`config.mk`:
```
export PLATFORM = sky130hd
export DESIGN_NAME = pms_regs
export DESIGN_NICKNAME = d
export VERILOG_FILES = /design/src/shared/pms_pkg.sv /design/src/hw/pms_regs.sv
export SDC_FILE = /design/constraint.sdc
export NUM_CORES = 1
export LEC_CHECK = 0
export BUFFER_PORTS_ARGS = -buffer_cell sky130_fd_sc_hd__buf_4
export CAP_MARGIN = 20
export CORE_MARGIN = 1.5
export CORE_UTILIZATION = 30
export DETAILED_ROUTE_END_ITERATION = 12
export REMOVE_ABC_BUFFERS = 1
export SETUP_SLACK_MARGIN = 0.4
export SYNTH_ARGS = -nofsm -noshare
export SYNTH_HDL_FRONTEND = slang
export SYNTH_SLANG_ARGS = --single-unit
```
`constraint.sdc`:
```
create_clock -name clk_sys -period 2.25 [get_ports clk_sys]
set_clock_uncertainty 0.1 [all_clocks]
set_input_delay 0.1125 -clock clk_sys [delete_from_list [all_inputs] [get_ports clk_sys]]
set_output_delay 0.1125 -clock clk_sys [all_outputs]
set_load 0.03 [all_outputs]
```
`src/shared/pms_pkg.sv`:
```
// constants for the phy management status and control register bank
package pms_pkg;
  // register indices; byte address is four times the index
  localparam logic [5:0] IDX_GIG_CTRL  = 6'h09;
  localparam logic [5:0] IDX_MS_STAT   = 6'h0A;
  localparam logic [5:0] IDX_MMD_CTRL  = 6'h0D;
  localparam logic [5:0] IDX_MMD_DATA  = 6'h0E;
  localparam logic [5:0] IDX_EXT_STAT  = 6'h0F;
  localparam logic [5:0] IDX_FUNC_CTRL = 6'h10;
  localparam logic [5:0] IDX_LINK_STAT = 6'h11;
  // gigabit control tail fields
  localparam int GC_MANUAL  = 12;
  localparam int GC_MASTER  = 11;
  localparam int GC_PORTPRF = 10;
  localparam int GC_ADVFULL = 9;
  localparam int GC_ADVHALF = 8;
  localparam logic [4:0] GC_RESET = 5'h02;
  // master/slave status fields
  localparam int MS_FAULT   = 15;
  localparam int MS_RESOLV  = 14;
  localparam int MS_LOCOK   = 13;
  localparam int MS_REMOK   = 12;
  localparam int MS_LPFULL  = 11;
  localparam int MS_LPHALF  = 10;
  localparam logic [7:0] IDLE_MAX = 8'hFF;
  // mmd access
  localparam int MMD_FN_HI  = 15;
  localparam int MMD_FN_LO  = 14;
  localparam int MMD_DEV_W  = 5;
  typedef enum logic [1:0] {
    MMD_ADDR, MMD_DATA_NOINC, MMD_DATA_INC_RW, MMD_DATA_INC_WR
  } pms_mmd_fn_t;
  // extended status: only 1000BASE-T full duplex
  localparam logic [15:0] EXT_STAT_VAL = 16'h2000;
  // function control fields
  localparam int FC_XOVER_HI = 6;
  localparam int FC_XOVER_LO = 5;
  localparam int FC_CRSTX    = 3;
  localparam int FC_SQE      = 2;
  localparam int FC_POLINV   = 1;
  localparam int FC_DISJAB   = 0;
  localparam logic [1:0] XOVER_RESET = 2'h3;
  localparam logic [1:0] XOVER_RSVD  = 2'h2;
  // link status fields
  localparam int LS_SPD_HI = 15;
  localparam int LS_SPD_LO = 14;
  localparam int LS_DUPLEX = 13;
  localparam int LS_PAGE   = 12;
  localparam int LS_RESOLV = 11;
  localparam int LS_LINK   = 10;
  localparam logic [1:0] SPD_1000 = 2'h2;
  localparam logic [1:0] SPD_100  = 2'h1;
  localparam logic [1:0] SPD_10   = 2'h0;
endpackage

```
`src/hw/pms_regs.sv`:
```
// phy management status and control register bank with apb slave
//
// The implementer's own choice: the APB slave port.
`timescale 1ns/100ps
module pms_regs #(
  parameter int ADDR_W = 8
) (
  input  wire logic              clk_sys,
  input  wire logic              reset_n,
  input  wire logic              psel,
  input  wire logic              penable,
  input  wire logic              pwrite,
  input  wire logic [ADDR_W-1:0] paddr,
  input  wire logic [31:0]       pwdata,
  output logic                   pready,
  output logic [31:0]            prdata,
  output logic                   pslverr,
  input  wire logic              softReset,
  input  wire logic              anRestartBit,
  input  wire logic              powerUpEvt,
  input  wire logic              anEnable,
  input  wire logic              anComplete,
  input  wire logic              msFaultEvt,
  input  wire logic              resolvedMaster,
  input  wire logic              localRxOk,
  input  wire logic              remoteRxOk,
  input  wire logic              lpGigFull,
  input  wire logic              lpGigHalf,
  input  wire logic              idleErrEvt,
  input  wire logic              linkUp,
  input  wire logic              pageRxNow,
  input  wire logic [1:0]        speedNow,
  input  wire logic              duplexFull,
  input  wire logic              txActive,
  input  wire logic              rxActive,
  input  wire logic [15:0]       mmdRdData,
  output logic                   roleManual,
  output logic                   roleManualMaster,
  output logic                   rolePreferMaster,
  output logic                   advGigFull,
  output logic                   advGigHalf,
  output logic [1:0]             crossoverSelect,
  output logic                   carrierSense,
  output logic                   sqeTestEn,
  output logic                   polForceNormal,
  output logic                   jabberEn,
  output logic [4:0]             mmdDevAddr,
  output logic [15:0]            mmdRegAddr,
  output logic                   mmdRdStb,
  output logic                   mmdWrStb,
  output logic [15:0]            mmdWrData
);
  import pms_pkg::*;

  if (ADDR_W < 8) begin : g_chk
    $error("pms_regs: ADDR_W must be at least 8");
  end

  logic [4:0]       gigCtrl_r;
  logic [4:0]       gigApplied_r;
  logic             msFault_r;
  logic [7:0]       idleCnt_r;
  logic [1:0]       mmdFn_r;
  logic [4:0]       mmdDev_r;
  logic [15:0]      mmdAddr_r;
  logic [1:0]       xover_r;
  logic [1:0]       xoverApplied_r;
  logic [3:0]       fnBits_r;
  logic             restartPrev_r;
  logic             completePrev_r;
  logic             linkPrev_r;
  logic             mmdRd_r;
  logic             mmdWr_r;
  logic [15:0]      mmdWd_r;
  logic [31:0]      rdData_r;
  logic             slvErr_r;
  logic [5:0]       idx;
  logic             mapped;
  logic             setupRd;
  logic             accessWr;
  logic             applyEvt;
  logic             resolved;
  logic             halfTen;
  logic [15:0]      rdMux;
  logic             incRd;
  logic             incWr;
  logic             upperZero;

  // upper address bits only exist on wider buses; a reversed slice would not elaborate
  if (ADDR_W > 8) begin : g_upper
    assign upperZero = paddr[ADDR_W-1:8] == '0;
  end else begin : g_noupper
    assign upperZero = 1'b1;
  end

  // index from word address; upper address bits must be zero
  assign idx      = paddr[7:2];
  assign mapped   = upperZero
                    && (idx == IDX_GIG_CTRL || idx == IDX_MS_STAT
                    || idx == IDX_MMD_CTRL || idx == IDX_MMD_DATA
                    || idx == IDX_EXT_STAT || idx == IDX_FUNC_CTRL
                    || idx == IDX_LINK_STAT);
  // reads sample and apply side effects in the setup cycle so the data
  // and the clear-on-read stay on the same edge
  assign setupRd  = psel && !penable && !pwrite && mapped;
  assign accessWr = psel && penable && pwrite && mapped;
  assign pready   = psel && penable;
  assign prdata   = rdData_r;
  assign pslverr  = slvErr_r && psel && penable;

  // trigger set for applying stored gigabit settings
  assign applyEvt = softReset || (anRestartBit && !restartPrev_r)
                    || powerUpEvt || (linkPrev_r && !linkUp);

  always_ff @(posedge clk_sys or negedge reset_n) begin
    if (!reset_n) begin
      restartPrev_r  <= 1'b0;
      completePrev_r <= 1'b0;
      linkPrev_r     <= 1'b0;
    end else begin
      restartPrev_r  <= anRestartBit;
      completePrev_r <= anComplete;
      linkPrev_r     <= linkUp;
    end
  end

  // gigabit role/advertisement control
  always_ff @(posedge clk_sys or negedge reset_n) begin
    if (!reset_n) begin
      gigCtrl_r    <= GC_RESET;
      gigApplied_r <= GC_RESET;
    end else begin
      if (accessWr && idx == IDX_GIG_CTRL) begin
        gigCtrl_r <= pwdata[GC_MANUAL:GC_ADVHALF];
      end
      if (applyEvt) begin
        gigApplied_r <= (accessWr && idx == IDX_GIG_CTRL)
                        ? pwdata[GC_MANUAL:GC_ADVHALF] : gigCtrl_r;
      end
    end
  end

  assign roleManual       = gigApplied_r[GC_MANUAL-GC_ADVHALF];
  assign roleManualMaster = roleManual && gigApplied_r[GC_MASTER-GC_ADVHALF];
  // preference only matters in automatic resolution
  assign rolePreferMaster = !roleManual
                            && gigApplied_r[GC_PORTPRF-GC_ADVHALF];
  assign advGigFull       = gigApplied_r[GC_ADVFULL-GC_ADVHALF];
  assign advGigHalf       = gigApplied_r[GC_ADVHALF-GC_ADVHALF];

  // role fault flag: a new fault beats any clear in the same cycle
  always_ff @(posedge clk_sys or negedge reset_n) begin
    if (!reset_n) begin
      msFault_r <= 1'b0;
    end else if (msFaultEvt) begin
      msFault_r <= 1'b1;
    end else if ((setupRd && idx == IDX_MS_STAT)
                 || (anRestartBit && !restartPrev_r)
                 || (anComplete && !completePrev_r)) begin
      msFault_r <= 1'b0;
    end
  end

  // idle error counter; an error on the read edge starts the new count
  always_ff @(posedge clk_sys or negedge reset_n) begin
    if (!reset_n) begin
      idleCnt_r <= 8'h00;
    end else if (setupRd && idx == IDX_MS_STAT) begin
      idleCnt_r <= {7'h00, idleErrEvt};
    end else if (idleErrEvt && idleCnt_r != IDLE_MAX) begin
      idleCnt_r <= idleCnt_r + 8'h01;
    end
  end

  // mmd control
  always_ff @(posedge clk_sys or negedge reset_n) begin
    if (!reset_n) begin
      mmdFn_r  <= 2'h0;
      mmdDev_r <= 5'h00;
    end else if (accessWr && idx == IDX_MMD_CTRL) begin
      mmdFn_r  <= pwdata[MMD_FN_HI:MMD_FN_LO];
      mmdDev_r <= pwdata[MMD_DEV_W-1:0];
    end
  end

  assign incRd = pms_mmd_fn_t'(mmdFn_r) == MMD_DATA_INC_RW;
  assign incWr = pms_mmd_fn_t'(mmdFn_r) == MMD_DATA_INC_RW
                 || pms_mmd_fn_t'(mmdFn_r) == MMD_DATA_INC_WR;

  // mmd address register and data port strobes
  always_ff @(posedge clk_sys or negedge reset_n) begin
    if (!reset_n) begin
      mmdAddr_r <= 16'h0000;
      mmdRd_r   <= 1'b0;
      mmdWr_r   <= 1'b0;
      mmdWd_r   <= 16'h0000;
    end else begin
      mmdRd_r <= 1'b0;
      mmdWr_r <= 1'b0;
      if (accessWr && idx == IDX_MMD_DATA) begin
        if (pms_mmd_fn_t'(mmdFn_r) == MMD_ADDR) begin
          mmdAddr_r <= pwdata[15:0];
        end else begin
          mmdWr_r <= 1'b1;
          mmdWd_r <= pwdata[15:0];
          if (incWr) begin
            mmdAddr_r <= mmdAddr_r + 16'h0001;
          end
        end
      end else if (setupRd && idx == IDX_MMD_DATA
                   && pms_mmd_fn_t'(mmdFn_r) != MMD_ADDR) begin
        mmdRd_r <= 1'b1;
        if (incRd) begin
          mmdAddr_r <= mmdAddr_r + 16'h0001;
        end
      end
    end
  end

  // strobes carry the address used before any post-increment
  logic [15:0] mmdAddrUsed_r;
  always_ff @(posedge clk_sys or negedge reset_n) begin
    if (!reset_n) begin
      mmdAddrUsed_r <= 16'h0000;
    end else if ((accessWr || setupRd) && idx == IDX_MMD_DATA) begin
      mmdAddrUsed_r <= mmdAddr_r;
    end
  end

  assign mmdDevAddr = mmdDev_r;
  assign mmdRegAddr = mmdAddrUsed_r;
  assign mmdRdStb   = mmdRd_r;
  assign mmdWrStb   = mmdWr_r;
  assign mmdWrData  = mmdWd_r;

  // function control
  always_ff @(posedge clk_sys or negedge reset_n) begin
    if (!reset_n) begin
      xover_r        <= XOVER_RESET;
      xoverApplied_r <= XOVER_RESET;
      fnBits_r       <= 4'h2;
    end else begin
      if (accessWr && idx == IDX_FUNC_CTRL) begin
        xover_r  <= pwdata[FC_XOVER_HI:FC_XOVER_LO];
        fnBits_r <= pwdata[FC_CRSTX:FC_DISJAB];
      end
      // crossover change waits for the software reset
      if (softReset) begin
        xoverApplied_r <= xover_r;
      end
    end
  end

  // reserved code is applied like any other mode
  assign crossoverSelect = xoverApplied_r;
  assign resolved   = anEnable ? anComplete : 1'b1;
  assign halfTen    = speedNow == SPD_10 && !duplexFull;
  assign carrierSense = rxActive
                        || (txActive && fnBits_r[FC_CRSTX]
                            && (halfTen || speedNow == SPD_100));
  assign sqeTestEn  = fnBits_r[FC_SQE] && !duplexFull;
  assign polForceNormal = !fnBits_r[FC_POLINV] && speedNow == SPD_10;
  assign jabberEn   = !fnBits_r[FC_DISJAB] && halfTen;

  // read mux; unlisted bits are zero
  always_comb begin
    rdMux = 16'h0000;
    unique case (idx)
      IDX_GIG_CTRL: begin
        rdMux[GC_MANUAL:GC_ADVHALF] = gigCtrl_r;
      end
      IDX_MS_STAT: begin
        rdMux[MS_FAULT]  = msFault_r;
        rdMux[MS_RESOLV] = resolvedMaster;
        rdMux[MS_LOCOK]  = localRxOk;
        rdMux[MS_REMOK]  = remoteRxOk;
        rdMux[MS_LPFULL] = lpGigFull;
        rdMux[MS_LPHALF] = lpGigHalf;
        rdMux[7:0]       = idleCnt_r;
      end
      IDX_MMD_CTRL: begin
        rdMux[MMD_FN_HI:MMD_FN_LO] = mmdFn_r;
        rdMux[MMD_DEV_W-1:0]       = mmdDev_r;
      end
      IDX_MMD_DATA: begin
        rdMux = (pms_mmd_fn_t'(mmdFn_r) == MMD_ADDR)
                ? mmdAddr_r : mmdRdData;
      end
      IDX_EXT_STAT: begin
        rdMux = EXT_STAT_VAL;
      end
      IDX_FUNC_CTRL: begin
        rdMux[FC_XOVER_HI:FC_XOVER_LO] = xover_r;
        rdMux[FC_CRSTX:FC_DISJAB]      = fnBits_r;
      end
      IDX_LINK_STAT: begin
        rdMux[LS_SPD_HI:LS_SPD_LO] = resolved ? speedNow : SPD_10;
        rdMux[LS_DUPLEX] = resolved && duplexFull;
        rdMux[LS_PAGE]   = pageRxNow;
        rdMux[LS_RESOLV] = resolved;
        rdMux[LS_LINK]   = linkUp;
      end
      default: begin
        rdMux = 16'h0000;
      end
    endcase
  end

  // read data and error latched in the setup cycle
  always_ff @(posedge clk_sys or negedge reset_n) begin
    if (!reset_n) begin
      rdData_r <= 32'h0000_0000;
      slvErr_r <= 1'b0;
    end else if (psel && !penable) begin
      rdData_r <= (mapped && !pwrite) ? {16'h0000, rdMux} : 32'h0000_0000;
      slvErr_r <= !mapped;
    end
  end
endmodule

```
==> results.toml, run 1 <==
[run_status]
status = "complete, but fails checks"
failed_checks = "DRC"

[place]
gp_congestion = 0.8483
numPortBuffers = 129
dpl.hpwl_um = 12950
place_ws_ps = 252.2

[synthesis]
synthDistinctLibCells = 67
synth-seq-area-share_pct = 46.41
async_reset_ff_share_pct = 100.0
syn-instance-count = 510
synth_top_cell_by_area = "dfrtp_1"
synth_ff_type = "dfrtp_1"
synthDominantCellAreaShare_pct = 43.14
avgSynthCellArea_um2 = 11.03
netlist_area_um2 = 5627
synth_edf_count = 0
ys_ff_latch = 104
ys.warnings.count = 0
ys_top_cells_by_area = "dfrtp_1 43%, mux2_2 11%, nand3_1 4.6%"

[pwr]
powerDensity_nw_per_um2 = 539.9
switchingPower_uw = 1080
p_int_uw = 3057
ir_drop_mv = 0.3924
clkPwrFrac_pct = 38.5
combPwrFrac_pct = 12.6
p_leak_uw = 0.003559
switching_share_pct = 26.11
seqPwrFrac_pct = 48.8

[clock_tree]
clk_pin_slew_worst_paths_ps = 70
cts-root-buf = "clkbuf_16"
clk_path_buf_depth = 2
cts_tree = "yes"
numCtsBuffers = 9
clock_sinks = 104
clk_latency_ps = 360
cts_max_level = 3

[setup_path]
critPathRequiredTime_ps = 2430
r2r_end = "mmdAddr_r[13]"
critical_path_class = "reg -> reg"
arrival_ps = 2030
critical_path.startpoint_type = "register"
worstSetupEndpointType = "register"
reg2reg_depth = 4
r2r_start = "mmdAddr_r[7]"
r2r_slack_ps = 400
cp_max_fo = 6

[global_routing]
grt_pass1_wl_um = 28020
grtUsageTotal_pct = 18.57
grtUsageMet1_pct = 23.77
gr-max-usage-layer = "met2"
grt_max_degree = 38
grt_pass1_vias = 5009
antenna_found_initial = 0
grt.met2_usage_pct = 30.98
grt_overflow = 0
gr-usage-met3_pct = 4.513

[detailed_routing]
ant_nets = 0
drtIter0Drc = 283
post_drt_wl_per_cell_um = 19.43
drc_errors = 9
detail_route.first_pass.iterations = 11
vias = 4938
routed_wl_um = 17900
viasPerCell = 5.362

[run]
maxCapViolations = 0

[sta]
setup_ws_ps = 403.2
drv_slew = 0
max_freq_mhz = 541.5
period_share_pct = 82.08
finalSetupViolations = 0
rsz0062_at_grt = "true"
fin_crit_ps = 1847
worst-slew-pin-transition_ps = 780.7
setup_tns_ps = 0
max_slew_margin_pct = 47.96
hold_violations = 0

[worst_hold_path]
hold_path.startpoint = "resolvedMaster"
hold_end = "prdata[14]"
hold_depth = 4
hold_path.class = "in -> reg"

[finish]
fillCellCount = 1765
diodes = 0
final_net_count = 769
drive_above_1_share_pct = 42.49
syn_to_final_growth_pct = 36.20

[floorplan]
core_area_um2 = 18150
rows = 49
start_util_pct = 31.01
pin_count = 164
die-area_um2 = 19590
die_y_um = 140.0
die_width_um = 140.0
[state kept, by name (all words and copies together), names as in the netlist]
signal / count
mmdAddr_r: 16
linkPrev_r: 1
fnBits_r: 4
mmdWrData: 16
mmdRegAddr: 16
mmdFn_r: 2
mmdWrStb: 1
crossoverSelect: 2
idleCnt_r: 8
prdata: 16
slvErr_r: 1
restartPrev_r: 1
completePrev_r: 1
xover_r: 2
msFault_r: 1
gigCtrl_r: 5
mmdDevAddr: 5
mmdRdStb: 1
gigApplied_r: 5
[repair_timing]
action | 4_1_cts | 5_1_grt
endpoints found under the hold margin | 148 | 0
cloned | 1 | 1
buffers inserted | 3 | 11
pin swaps | 5 | 13
endpoints found under the setup margin | 14 | 15
resized for setup | 9 | 16
hold buffers | 23 | 0
[cell usage after synthesis, types with 12 or more instances]
| library cell | instances |
|---|---|
| buf_2 | 12 |
| clkbuf_1 | 14 |
| nand2_1 | 12 |
| o21ai_0 | 20 |
| nand3_1 | 52 |
| mux2i_1 | 18 |
| buf_4 | 17 |
| nor2_1 | 14 |
| a2bb2oi_1 | 12 |
| a211oi_1 | 14 |
| a22o_1 | 16 |
| nand4_1 | 24 |
| mux2_2 | 55 |
| dfrtp_1 | 97 |
[cell usage in the layout, fill, tap and decap left out, types with 5 or more instances in the layout]
master	count
a22o_1	16
o22ai_1	6
inv_1	5
dfrtp_2	5
dlygate4sd3_1	23
o41ai_1	5
dfstp_2	7
or3b_2	9
nand2_1	12
nor2_1	13
a211oi_1	10
nand4_1	24
dfrtp_1	92
mux2i_1	18
nor2b_1	5
mux2_2	55
nand2b_1	8
o21ai_0	20
nand3_1	52
clkbuf_16	9
a211o_1	9
a2bb2oi_1	12
conb_1	16
buf_4	172
[power groups by stage]
stage	Clock (µW)	Combinational, µW	Sequential [µW]
after detailed placement	0	483	2050
after global routing	1700	573	2030
after CTS	1640	520	2020
after global placement	0	474	2050
final	1590	522	2020
after floorplan	0	211	2050
[worst max path at each step]
stage,depth (start not counted),end,slack (ps),startpoint
floorplan,4,gigApplied_r[0],-50,paddr[6]
global placement,5,mmdAddr_r[14],280,mmdAddr_r[1]
detailed placement,5,mmdAddr_r[14],250,mmdAddr_r[1]
CTS,5,mmdAddr_r[0],390,mmdFn_r[1]
global route,4,mmdAddr_r[13],330,mmdAddr_r[8]
finish,4,mmdAddr_r[13],400,mmdAddr_r[7]
[cell families after synthesis]
group	count (synthesis)	synth area share [%]
xor+xnor	3	0.4671
compound gates	101	13.50
fa+ha+maj	3	0.6448
mux	73	14.21
other cells	1	0.06665
simple gates	170	19.35
flops	104	46.41
buf+inv	55	5.359
[worst max-delay path, cell delays in order, from the launching register on]
cell	delay, ps
dfrtp_2	420
nand4_1	260
or4_4	590
a211oi_2	220
a2bb2oi_1	170
[area by class of cell]
class	instances	area, µm²	area share, %
multi-input cells	368	2864	37.37
flip-flops and latches	104	2618	34.16
repair buffers	199	1584	20.67
well taps	229	286.5	3.739
clock buffers	13	250.2	3.265
clock inverters	3	42.54	0.5551
inverters	5	18.77	0.2449
[stage by stage]
| step | utilization (%) | cell area (µm²) | cells | total power, µW | hold slack [ps] |
|---|---|---|---|---|---|
| after floorplan | - | 5400 | 475 | 2259 | -283.1 |
| after global placement | 38.18 | 6928 | 866 | 2521 | -44.62 |
| after detailed placement | 38.18 | 6928 | 866 | 2536 | -43.47 |
| after CTS | 41.40 | 7512 | 909 | 4173 | 9.637 |
| after global routing | 42.23 | 7664 | 921 | 4308 | 46.06 |
| final | 42.23 | 7664 | 921 | 4138 | 22.90 |
[per-layer routing]
layer  routed length, µm  vias up
met4                 428        0
met5                   0        -
li1                    -     2285
met2                8750      184
met1                7635     2435
met3                1082       34
Note: power is estimated with default switching activity, not from simulation.
==> inputs of run 2 (changes only) <==
==> constraint.sdc (replaced) <==
create_clock -name clk_sys -period 1.5 [get_ports clk_sys]
set_clock_uncertainty 0.1 [all_clocks]
set_input_delay 0.075 -clock clk_sys [delete_from_list [all_inputs] [get_ports clk_sys]]
set_output_delay 0.075 -clock clk_sys [all_outputs]
set_load 0.03 [all_outputs]
==> run 2 against run 1 <==
The run ends with DRC, setup timing left. Global-route usage increased by 2.8 points. Worst hold slack got worse by 7.1 ps. First-iteration DRC count rose by 27%. Cell area grew 34%. Die area is the same. Fmax is 1.4% higher. Total power rose by 70%. Non-clock buffer count increased by 155. Cell count is 17% higher. Critical endpoint is now mmdAddr_r[14]. Largest cell class unchanged.
==> results.toml, run 2 (synthesis results as in run 1) <==
[run_status]
status = "complete, but fails checks"
failed_checks = "DRC, setup timing"

[clock_tree]
cts-root-buf = "clkbuf_16"
clk_pin_slew_worst_paths_ps = 70
clock_sinks = 104
cts_max_level = 3
clk_latency_ps = 360
cts_tree = "yes"
clk_path_buf_depth = 2
numCtsBuffers = 9

[place]
dpl.hpwl_um = 14270
numPortBuffers = 129
gp_congestion = 0.9094

[floorplan]
die_y_um = 140.0
core_area_um2 = 18150
rows = 49
start_util_pct = 31.01
pin_count = 164
die_width_um = 140.0
die-area_um2 = 19590

[setup_path]
r2r_end = "mmdAddr_r[14]"
crit_slowest_cell = "or4b_4"
reg2reg_depth = 5
crit_family = "simple AND/OR/NAND/NOR gates"
arrival_ps = 1960
cp_cell_sequence = "ha_2 -> nand4_1 -> or4b_4 -> a211oi_2 -> o22ai_1"
critical_path_buf_inv_count = 0
critical_path.startpoint_type = "register"
cp_max_fo = 2
max_stage_delay_ps = 530
r2r_slack_ps = -320
r2r_start = "mmdAddr_r[1]"
critical_path_class = "reg -> reg"
critPathRequiredTime_ps = 1640
path_depth = 5
endpoint = "mmdAddr_r[14]"
crit_path_start = "mmdAddr_r[1]"
worstSetupEndpointType = "register"

[detailed_routing]
met2_length_um = 10630
topRoutingLayerUsed = "met4"
wl_met3_um = 844
drtIter0Drc = 358
ant_nets = 0
drc_errors = 9
detail_route.first_pass.iterations = 9
viasPerCell = 5.191
vias = 5575
post_drt_wl_per_cell_um = 19.63
wl_met1_um = 9229
routed_wl_um = 21090

[sta]
setup_ws_ps = -322.1
max_slew_margin_pct = 67.08
fin_crit_ps = 1822
finalSetupViolations = 51
setup_tns_ps = -9396
hold_violations = 0
hold_ws_ps = 15.79
worst-slew-pin-transition_ps = 487.1
period_share_pct = 121.5
rsz0062_at_grt = "true"
max_freq_mhz = 548.8
drv_slew = 0

[pwr]
ir_drop_mv = 0.7383
powerDensity_nw_per_um2 = 688.4
p_leak_uw = 0.004810

[global_routing]
grtUsageTotal_pct = 21.38
antenna_found_initial = 0
grt_pass1_wl_um = 32470
grt_overflow = 0
grt_pass1_vias = 5670
grt_max_degree = 36

[finish]
final_common_cell = "buf_4"
final_util_pct = 56.38
diodes = 0
drive_above_1_share_pct = 60.95
final_cell_mix = "205 x buf_4, 99 x buf_6, 94 x dfrtp_1, 52 x mux2_4, 48 x nand3_1"
final_net_count = 922
syn_to_final_growth_pct = 81.85

[worst_hold_path]
hold_depth = 4
hold_path.class = "in -> reg"

[run]
maxCapViolations = 0
==> run 2: timing repair <==
item / in CTS / in global routing
setup endpoints to repair: 137 / 159
gates cloned: 4 / 3
gates resized for setup: 231 / 87
hold endpoints to repair: 155 / 1
hold buffers: 27 / 1
buffers inserted: 38 / 41
pin swaps: 46 / 54
==> run 2: routing by layer <==
metal  GRT usage (%)  vias to the layer above
li1                -                     2580
met1           28.57                     2823
met2           36.19                      146
met3           3.863                       26
met4           4.875                        0
met5               0                        -
==> run 2: layout make-up <==
class	instances	area, µm²
Fill cell	1492	7915
Multi-Input combinational cell	366	3597
Timing Repair Buffer	354	3361
Sequential cell	104	2615
Tap cell	229	286.5
Clock buffer	10	239.0
Clock inverter	6	115.1
Inverter	5	18.77
==> run 2: how the worst min path moves through the flow <==
stage	startpoint	to	slack (ps)
after detailed placement	reset_n	prdata[2]	-80
after CTS	resolvedMaster	prdata[14]	9
final	pageRxNow	prdata[12]	20
after floorplan	reset_n	completePrev_r	-320
after global routing	pwdata[10]	mmdAddr_r[10]	20
after global placement	reset_n	prdata[3]	-80
==> run 2: worst register-to-register path, stage by stage, from the launching register on <==
cell	delay [ps]
dfrtp_1	380
ha_2	210
nand4_1	120
or4b_4	530
a211oi_2	250
o22ai_1	110
==> run 2: through the flow <==
stage | instance area (µm²) | power, µW | cells | setup slack (ps)
3_5_place_dp | 7576 | 3962 | 944 | -362.9
4_1_cts | 9490 | 7011 | 1029 | -290.2
5_1_grt | 10230 | 7320 | 1074 | -359.3
3_3_place_gp | 7576 | 3933 | 944 | -320.7
6_report | 10230 | 7044 | 1074 | -322.1
2_1_floorplan | 5400 | 3388 | 475 | -764.4
==> run 2: where the power goes <==
| group | switching (µW) | internal, µW | leakage, µW |
|---|---|---|---|
| Sequential | 94.2 | 2900 | 0.00139 |
| Combinational | 622 | 605 | 0.00325 |
| Clock | 1130 | 1690 | 0.000175 |
